==> src/adc_seq_pkg.sv <==
// Notes on behaviour
// - Ten-bit successive approximation result into result bytes
// - Positive reference is supply or external pin
// - Divider field picks system divide or RC
// - Eleven conversion periods per conversion
// - Done flag sets on every completion
// - Enabled completion in sleep requests wake interrupt
// - Justify select places result left or right
// - Converter runs only when enabled; start begins
// - Completion clears start, sets done, loads result
// - Clearing start aborts; previous result kept
// - Abort holds off acquisition two conversion periods
// - After hold-off acquisition restarts on channel
// - Reset returns all control state to defaults
// - Non-RC conversion clock derives from system clock
// - RC clock waits one instruction before converting
// - Special event trigger sets start in hardware
package adc_seq_pkg;

  // ==========================================================
  // Widths and reset values
  localparam int unsigned RESULT_W    = 10;
  localparam logic [9:0]  RESULT_RST  = 10'h000;
  localparam logic [9:0]  TRIAL_INIT  = 10'h200;
  localparam logic [3:0]  CHANNEL_RST = 4'h0;

  // ==========================================================
  // Timing counts
  localparam logic [3:0] CONV_LAST       = 4'ha;
  localparam logic [1:0] HOLDOFF_LAST    = 2'h1;
  localparam logic [1:0] INSTR_WAIT_LAST = 2'h3;

  // ==========================================================
  // Clock divider select codes
  localparam logic [2:0] DIV_2  = 3'h0;
  localparam logic [2:0] DIV_4  = 3'h4;
  localparam logic [2:0] DIV_8  = 3'h1;
  localparam logic [2:0] DIV_16 = 3'h5;
  localparam logic [2:0] DIV_32 = 3'h2;
  localparam logic [2:0] DIV_64 = 3'h6;
  localparam logic [1:0] RC_LOW = 2'h3;

  // ==========================================================
  // Sequencer states
  typedef enum logic [3:0] {
    st_idle    = 4'h1,
    st_rc_wait = 4'h2,
    st_convert = 4'h4,
    st_holdoff = 4'h8
  } state_e;

  // ==========================================================
  // Helpers
  function automatic logic rc_selected(input logic [2:0] sel);
    rc_selected = (sel[1:0] == RC_LOW);
  endfunction

  function automatic logic [5:0] term_count(input logic [2:0] sel);
    case (sel)
      DIV_2:   term_count = 6'h01;
      DIV_4:   term_count = 6'h03;
      DIV_8:   term_count = 6'h07;
      DIV_16:  term_count = 6'h0f;
      DIV_32:  term_count = 6'h1f;
      DIV_64:  term_count = 6'h3f;
      default: term_count = 6'h00;
    endcase
  endfunction

  function automatic logic [15:0] justify(input logic [9:0] res, input logic right);
    if (right) begin
      justify = {6'h00, res};
    end else begin
      justify = {res, 6'h00};
    end
  endfunction

endpackage

==> src/adc_tad_tick.sv <==
`timescale 1ns/1ps
module adc_tad_tick (
  input  wire logic       clk_i,
  input  wire logic       reset_n_i,
  input  wire logic       restart_i,
  input  wire logic [2:0] sel_i,
  input  wire logic       rc_tick_i,
  output logic            tick_o
);

  logic [5:0] cnt_reg;
  logic [5:0] cnt_next;
  logic       sys_tick;

  // ==========================================================
  // Divider
  always_comb begin
    sys_tick = (cnt_reg == adc_seq_pkg::term_count(sel_i));
    if (restart_i || sys_tick || adc_seq_pkg::rc_selected(sel_i)) begin
      cnt_next = 6'h00;
    end else begin
      cnt_next = cnt_reg + 6'h01;
    end
  end

  always_ff @(posedge clk_i or negedge reset_n_i) begin
    if (!reset_n_i) begin
      cnt_reg <= 6'h00;
    end else begin
      cnt_reg <= cnt_next;
    end
  end

  always_comb begin
    if (adc_seq_pkg::rc_selected(sel_i)) begin
      tick_o = rc_tick_i;
    end else begin
      tick_o = sys_tick && !restart_i;
    end
  end
endmodule

==> src/adc_conversion_sequencer.sv <==
`timescale 1ns/1ps
module adc_conversion_sequencer (
  input  wire logic       clk_i,
  input  wire logic       reset_n_i,
  input  wire logic       converter_enable_i,
  input  wire logic       start_set_i,
  input  wire logic       start_clear_i,
  input  wire logic       trigger_i,
  input  wire logic       done_clear_i,
  input  wire logic       conversion_irq_enable_i,
  input  wire logic       sleep_i,
  input  wire logic       result_justify_select_i,
  input  wire logic       positive_ref_select_i,
  input  wire logic [3:0] channel_select_i,
  input  wire logic [2:0] clock_divider_select_i,
  input  wire logic       rc_tick_i,
  input  wire logic       comp_i,
  output logic            conversion_start_flag_o,
  output logic            conversion_done_flag_o,
  output logic [7:0]      result_high_byte_o,
  output logic [7:0]      result_low_byte_o,
  output logic [9:0]      dac_code_o,
  output logic            ref_external_o,
  output logic [3:0]      channel_o,
  output logic            sample_o,
  output logic            irq_o,
  output logic            wake_o
);

  adc_seq_pkg::state_e state_reg;
  adc_seq_pkg::state_e state_next;
  logic                go_reg;
  logic                go_next;
  logic                done_reg;
  logic                done_next;
  logic [9:0]          sar_reg;
  logic [9:0]          sar_next;
  logic [3:0]          bit_reg;
  logic [3:0]          bit_next;
  logic [1:0]          wait_reg;
  logic [1:0]          wait_next;
  logic [1:0]          hold_reg;
  logic [1:0]          hold_next;
  logic [9:0]          result_reg;
  logic [9:0]          result_next;
  logic [15:0]         bytes_reg;
  logic [15:0]         bytes_next;
  logic                ref_reg;
  logic [3:0]          chan_reg;

  logic                tad_tick;
  logic                restart;
  logic                rc_sel;
  logic                start_req;
  logic                abort;
  logic                complete;
  logic [3:0]          idx;
  logic [9:0]          step_code;
  logic [9:0]          phase_reg;
  logic [9:0]          phase_next;

  // ==========================================================
  // Phase count on the last cycle of a state lasting one more than the given number of conversion periods
  function automatic logic [9:0] state_span(input logic [3:0] periods, input logic [2:0] sel);
    state_span = (({6'h00, periods} + 10'h001) * ({4'h0, adc_seq_pkg::term_count(sel)} + 10'h001)) - 10'h001;
  endfunction

  // ==========================================================
  // Conversion clock
  assign restart = (state_reg == adc_seq_pkg::st_idle) || (state_reg == adc_seq_pkg::st_rc_wait)
                   || ((state_reg == adc_seq_pkg::st_convert) && abort);
  assign rc_sel  = adc_seq_pkg::rc_selected(clock_divider_select_i);

  adc_tad_tick u_tick (
    .clk_i     (clk_i),
    .reset_n_i (reset_n_i),
    .restart_i (restart),
    .sel_i     (clock_divider_select_i),
    .rc_tick_i (rc_tick_i),
    .tick_o    (tad_tick)
  );

  // ==========================================================
  // Approximation step
  always_comb begin
    idx       = adc_seq_pkg::CONV_LAST - bit_reg;
    step_code = sar_reg;
    if (bit_reg != 4'h0) begin
      step_code[idx] = comp_i;
      if (idx != 4'h0) begin
        step_code[idx - 4'h1] = 1'b1;
      end
    end
  end

  assign start_req = (start_set_i || trigger_i) && converter_enable_i;
  assign abort     = start_clear_i || (sleep_i && !rc_sel);
  assign complete  = (state_reg == adc_seq_pkg::st_convert) && tad_tick && (bit_reg == adc_seq_pkg::CONV_LAST)
                     && converter_enable_i && !abort;

  // ==========================================================
  // Sequencer
  always_comb begin
    state_next  = state_reg;
    go_next     = go_reg;
    done_next   = done_clear_i ? 1'b0 : done_reg;
    sar_next    = sar_reg;
    bit_next    = bit_reg;
    wait_next   = wait_reg;
    hold_next   = hold_reg;
    result_next = result_reg;
    unique case (state_reg)
      adc_seq_pkg::st_idle: begin
        if (start_req) begin
          go_next  = 1'b1;
          sar_next = adc_seq_pkg::TRIAL_INIT;
          bit_next = 4'h0;
          if (rc_sel) begin
            wait_next  = 2'h0;
            state_next = adc_seq_pkg::st_rc_wait;
          end else begin
            state_next = adc_seq_pkg::st_convert;
          end
        end
      end
      adc_seq_pkg::st_rc_wait: begin
        if (!converter_enable_i) begin
          go_next    = 1'b0;
          state_next = adc_seq_pkg::st_idle;
        end else if (abort) begin
          go_next    = 1'b0;
          hold_next  = 2'h0;
          state_next = adc_seq_pkg::st_holdoff;
        end else if (wait_reg == adc_seq_pkg::INSTR_WAIT_LAST) begin
          state_next = adc_seq_pkg::st_convert;
        end else begin
          wait_next = wait_reg + 2'h1;
        end
      end
      adc_seq_pkg::st_convert: begin
        if (!converter_enable_i) begin
          go_next    = 1'b0;
          state_next = adc_seq_pkg::st_idle;
        end else if (abort) begin
          go_next    = 1'b0;
          hold_next  = 2'h0;
          state_next = adc_seq_pkg::st_holdoff;
        end else if (tad_tick) begin
          if (bit_reg != 4'h0) begin
            sar_next = step_code;
          end
          if (complete) begin
            go_next     = 1'b0;
            done_next   = 1'b1;
            result_next = step_code;
            state_next  = adc_seq_pkg::st_idle;
          end else begin
            bit_next = bit_reg + 4'h1;
          end
        end
      end
      adc_seq_pkg::st_holdoff: begin
        if (!converter_enable_i) begin
          state_next = adc_seq_pkg::st_idle;
        end else if (tad_tick) begin
          if (hold_reg == adc_seq_pkg::HOLDOFF_LAST) begin
            state_next = adc_seq_pkg::st_idle;
          end else begin
            hold_next = hold_reg + 2'h1;
          end
        end
      end
      default: begin
        go_next    = 1'b0;
        state_next = adc_seq_pkg::st_idle;
      end
    endcase
  end

  always_ff @(posedge clk_i or negedge reset_n_i) begin
    if (!reset_n_i) begin
      state_reg  <= adc_seq_pkg::st_idle;
      go_reg     <= 1'b0;
      done_reg   <= 1'b0;
      sar_reg    <= adc_seq_pkg::RESULT_RST;
      bit_reg    <= 4'h0;
      wait_reg   <= 2'h0;
      hold_reg   <= 2'h0;
      result_reg <= adc_seq_pkg::RESULT_RST;
    end else begin
      state_reg  <= state_next;
      go_reg     <= go_next;
      done_reg   <= done_next;
      sar_reg    <= sar_next;
      bit_reg    <= bit_next;
      wait_reg   <= wait_next;
      hold_reg   <= hold_next;
      result_reg <= result_next;
    end
  end

  // ==========================================================
  // Cycles spent in the present state, for the checks
  always_comb begin
    phase_next = (state_next == state_reg) ? phase_reg + 10'h001 : 10'h000;
  end

  always_ff @(posedge clk_i or negedge reset_n_i) begin
    if (!reset_n_i) begin
      phase_reg <= 10'h000;
    end else begin
      phase_reg <= phase_next;
    end
  end

  // ==========================================================
  // Result bytes and analog routing
  always_comb begin
    bytes_next = adc_seq_pkg::justify(result_reg, result_justify_select_i);
  end

  always_ff @(posedge clk_i or negedge reset_n_i) begin
    if (!reset_n_i) begin
      bytes_reg <= 16'h0000;
      ref_reg   <= 1'b0;
      chan_reg  <= adc_seq_pkg::CHANNEL_RST;
    end else begin
      bytes_reg <= bytes_next;
      ref_reg   <= positive_ref_select_i;
      chan_reg  <= channel_select_i;
    end
  end

  // ==========================================================
  // Outputs
  assign conversion_start_flag_o = go_reg;
  assign conversion_done_flag_o  = done_reg;
  assign result_high_byte_o      = bytes_reg[15:8];
  assign result_low_byte_o       = bytes_reg[7:0];
  assign dac_code_o              = sar_reg;
  assign ref_external_o          = ref_reg;
  assign channel_o               = chan_reg;
  assign sample_o                = (state_reg == adc_seq_pkg::st_idle) && converter_enable_i;
  assign irq_o                   = done_reg && conversion_irq_enable_i;
  assign wake_o                  = irq_o && sleep_i;
endmodule

==> config.mk <==
export PLATFORM = sky130hd
export DESIGN_NAME = adc_conversion_sequencer
export DESIGN_NICKNAME = d
export VERILOG_FILES = /design/src/adc_seq_pkg.sv /design/src/adc_tad_tick.sv /design/src/adc_conversion_sequencer.sv
export SDC_FILE = /design/constraint.sdc
export NUM_CORES = 1
export LEC_CHECK = 0
export ABC_CLOCK_PERIOD_IN_PS = 2900
export BUFFER_PORTS_ARGS = -buffer_cell sky130_fd_sc_hd__buf_2
export CORE_MARGIN = 8
export CORE_UTILIZATION = 30
export DETAILED_ROUTE_END_ITERATION = 6
export GPL_TIMING_DRIVEN = 0
export HOLD_SLACK_MARGIN = 0.08
export SETUP_SLACK_MARGIN = 0.2
export SYNTH_ARGS = -nofsm -noshare
export SYNTH_HDL_FRONTEND = slang
export SYNTH_SLANG_ARGS = --single-unit
export TNS_END_PERCENT = 1
==> constraint.sdc <==
create_clock -name clk_i -period 2.9 [get_ports clk_i]
set_clock_uncertainty 0.2 [all_clocks]
set_input_delay 0.145 -clock clk_i [delete_from_list [all_inputs] [get_ports clk_i]]
set_output_delay 0.145 -clock clk_i [all_outputs]
set_load 0.1 [all_outputs]
==> summary.md <==
| Metric | Value |
|---|---|
| Max cap viols | 0 |
| CTS Buf Count | 9 |
| CP arrival | 2.77 ns |
| Core Util, Final | 0.400 |
| WHS | 0.105 ns |
| Iteration count of the initial detailed-routing pass | 4 |
| Crit start category | flip-flop |
| Critical Path RT | 2.93 ns |
| Final WL | 9110 um |
| RSZ-0062 raised after global routing | true |
| Hold path endpoint | state_reg[3] |
| Reg area | 1530 sq um |
| CP max FO | 6 |
| Top_reg_cell synth | dfrtp_1 |
| Leak | 2.07 nW |
| Cells on worst reg2reg path | 8 |
| Routability Congestion | 0.871 |
| Worst min-delay path class | in -> reg |
| CTS clock-pin slew for the worst setup and hold paths | 0.07 ns |
| Worst setup EP type | flip-flop |
| Fmax | 365 MHz |
| Number of synthesized flops with an enable pin | 0 |
| CP cell instances | or4bb_1 -> a31oi_1 -> o211ai_1 -> a21o_1 -> o21a_4 -> nor3_4 -> buf_4 -> mux2_2 |
| First-pass GRT wire length | 14700 um |
| Layout area overhead | 29.2% |
| Power density over the cells | 659 nW/um^2 |
| Hold depth | 4 |
| Clk sink count | 61 |
| Worst R2R End | result_reg[2] |
| Slew margin rel. | 0.474 |
| Chip width | 122 um |
| Clk_lat worst skew | 0.34 ns |
| Final Hold Viols | 0 |
| Slowest CP cell | or4bb_1 |
| Seq/Total Area, Yosys | 0.453 |
| Drc violations | 0 |
| Fill cells | 1050 |
| Final Max Tran Viols | 0 |
| Starting Density | 0.310 |
| Post-DRT Antenna Nets | 0 |
| Cells after Synth | 347 |
| Reg2Reg Setup Slack | 0.16 ns |
| Worst hold path startpoint | sleep_i |
| Reg2reg start | u_tick.cnt_reg[0] |
| Clock buffer depth | 2 |
| Final setup fails | 0 |
| Boundary Pins | 56 |
| H-tree levels | 3 |
| # diodes | 0 |
| Max incr delay on CP | 0.47 ns |
| Pin slew with the least headroom to its limit | 0.789 ns |
| WP buf/inv | 1 |
| Crit path max-delay family | compound AO/OA/AOI/OAI gates |
| Final period util | 0.945 |
| Rows | 38 |
| Average wire per standard cell | 15.8 um |
| Clock Tree Root | clkbuf_8 |
| Syn Area/Cell | 9.72 sq um |
| Max reg flops | 16 |
| Vias in the first global route | 2926 |
| Final min period | 2.74 ns |
| Yosys warns | 0 |
| CORE AREA | 10900 sq um |
| Synth Net Count | 378 |
| All-Layer GR Usage | 0.125 |
| CTS tree | done |
| Vias per cell | 5.09 |
| Critical path type | reg -> reg |
| Synth cell types | 60 |
| Synth async-reset ratio | 1.00 |
| Antenna violations before repair | 0 |
| PortBufs | 51 |
| Status | completed |
| #FFs+latches synth | 61 |
| Final #Nets | 464 |
| Largest net degree at the start of global routing | 62 |
| Die H | 122 um |
| Vias | 2941 |
| Fraction of layout cells with a size suffix above 1 | 0.274 |
| Mapped cell area | 3370 sq um |
| Grt ovf | 0 |
| Worst ir drop on vdd | 0.234 mV |
| DRT iter0 DRCs | 226 |
| Die area | 14900 sq um |
| Area occupied by multi-input gates | 1800 sq um |
| Detail Placement HPWL | 6260 um |
tightest hold or removal path: cells and delay by family:
kind / cells / cell delay [ns]
simple gates: 2 / 0.18
buf+inv: 1 / 0.13
compound gates: 1 / 0.16
cell type report:
type	count	area share
flip-flops and latches	61	0.352
well taps	140	0.0402
repair buffers	76	0.109
clock inverters	4	0.0218
clock buffers	12	0.0333
plain buffers	16	0.0195
inverters	13	0.0112
multi-input cells	256	0.413
layer usage:
metal / wire, um / track usage
met5: 0 / 0
met4: 129 / 0.0524
met3: 627 / 0.0407
met2: 4310 / 0.194
met1: 4040 / 0.158
cell usage after synthesis, drive strengths merged (3+ instances only):
master / number / area, sq um
o211ai: 3 / 22.5
a211oi: 3 / 22.5
o31ai: 4 / 30.0
and4: 3 / 26.3
a22o: 4 / 35.0
or3: 3 / 23.8
nand3: 12 / 60.1
nand4: 3 / 18.8
nor2: 25 / 93.8
nor3: 3 / 26.3
nor4b: 4 / 35.0
nor2b: 7 / 43.8
o22ai: 3 / 25.0
nand2b: 6 / 37.5
a31oi: 7 / 43.8
clkbuf: 10 / 37.5
inv: 12 / 45.0
a21oi: 22 / 110
mux2i: 10 / 100
dfrtp: 60 / 1500
xor2: 4 / 35.0
mux2: 5 / 56.3
buf: 7 / 47.5
nand2: 35 / 131
o21ai: 19 / 95.1
ha: 11 / 138
and2: 11 / 68.8
xnor2: 8 / 70.1
and3: 4 / 25.0
a21o: 9 / 67.6
power breakdown:
group	internal, W	switching [W]	total (W)
sequential	0.000925	0.0000770	0.00100
clock	0.000594	0.000336	0.000930
combinational	0.000324	0.000616	0.000940
total	0.00184	0.00103	0.00287
worst max-delay path by stage:
stage	startpoint	endpoint	slack, ns	cells past startpoint
5_1_grt	u_tick.cnt_reg[2]	result_reg[9]	0.07	8
6_report	u_tick.cnt_reg[0]	result_reg[2]	0.16	8
3_5_place_dp	bit_reg[0]	dac_code_o[5]	-0.31	9
3_3_place_gp	bit_reg[0]	dac_code_o[7]	-0.27	9
4_1_cts	bit_reg[0]	dac_code_o[3]	0.16	9
2_1_floorplan	bit_reg[0]	result_reg[2]	0.24	9
through the flow:
stage | cell area (sq um) | std cells | worst slack (ns) | power (W) | TNS (ns)
floorplan | 3370 | 347 | 0.243 | 0.00160 | 0
global placement | 3800 | 538 | -0.272 | 0.00180 | -1.84
detailed placement | 3800 | 538 | -0.313 | 0.00181 | -1.98
CTS | 4200 | 566 | 0.161 | 0.00278 | 0
global route | 4360 | 578 | 0.0738 | 0.00304 | 0
finish | 4360 | 578 | 0.159 | 0.00287 | 0
placed cells by master, fill, tap and decap left out, types with 3 or more instances in the layout:
cell	n
buf_2	56
dfrtp_1	56
nand2_1	35
nor2_1	24
a21oi_1	21
o21ai_0	15
nand3_1	12
dlygate4sd3_1	12
buf_4	12
inv_1	11
ha_1	11
and2_1	10
mux2i_1	10
clkbuf_8	10
a21o_1	9
clkbuf_1	8
nor2b_1	7
a31oi_1	7
nand2b_1	6
xnor2_1	6
mux2_2	5
xor2_1	4
and3_1	4
a22o_1	4
dfrtp_2	4
buf_6	3
nand4_1	3
and4_1	3
o211ai_1	3
clkbuf_2	3
o31ai_1	3
o21ai_1	3
bufinv_16	3
cell families (layout without fill, tap and decap cells):
group	Yosys count	after routing	synth area share
AOI/OAI and AO/OA	92	92	0.189
xor gates and xnor gates	12	12	0.0312
adders and majority gates	11	11	0.0408
buffers and inverters	30	121	0.0397
DFF	61	61	0.453
muxes	15	15	0.0464
and+or+nand+nor	126	126	0.200
timing repair:
item,4_1_cts,5_1_grt
pin swaps,1,5
cloned,0,1
resized for setup,10,18
setup buffers,0,12
setup endpoints to repair,24,28
hold buffers,12,0
hold endpoints to repair,72,0
Power figures use the tool's default switching activity.
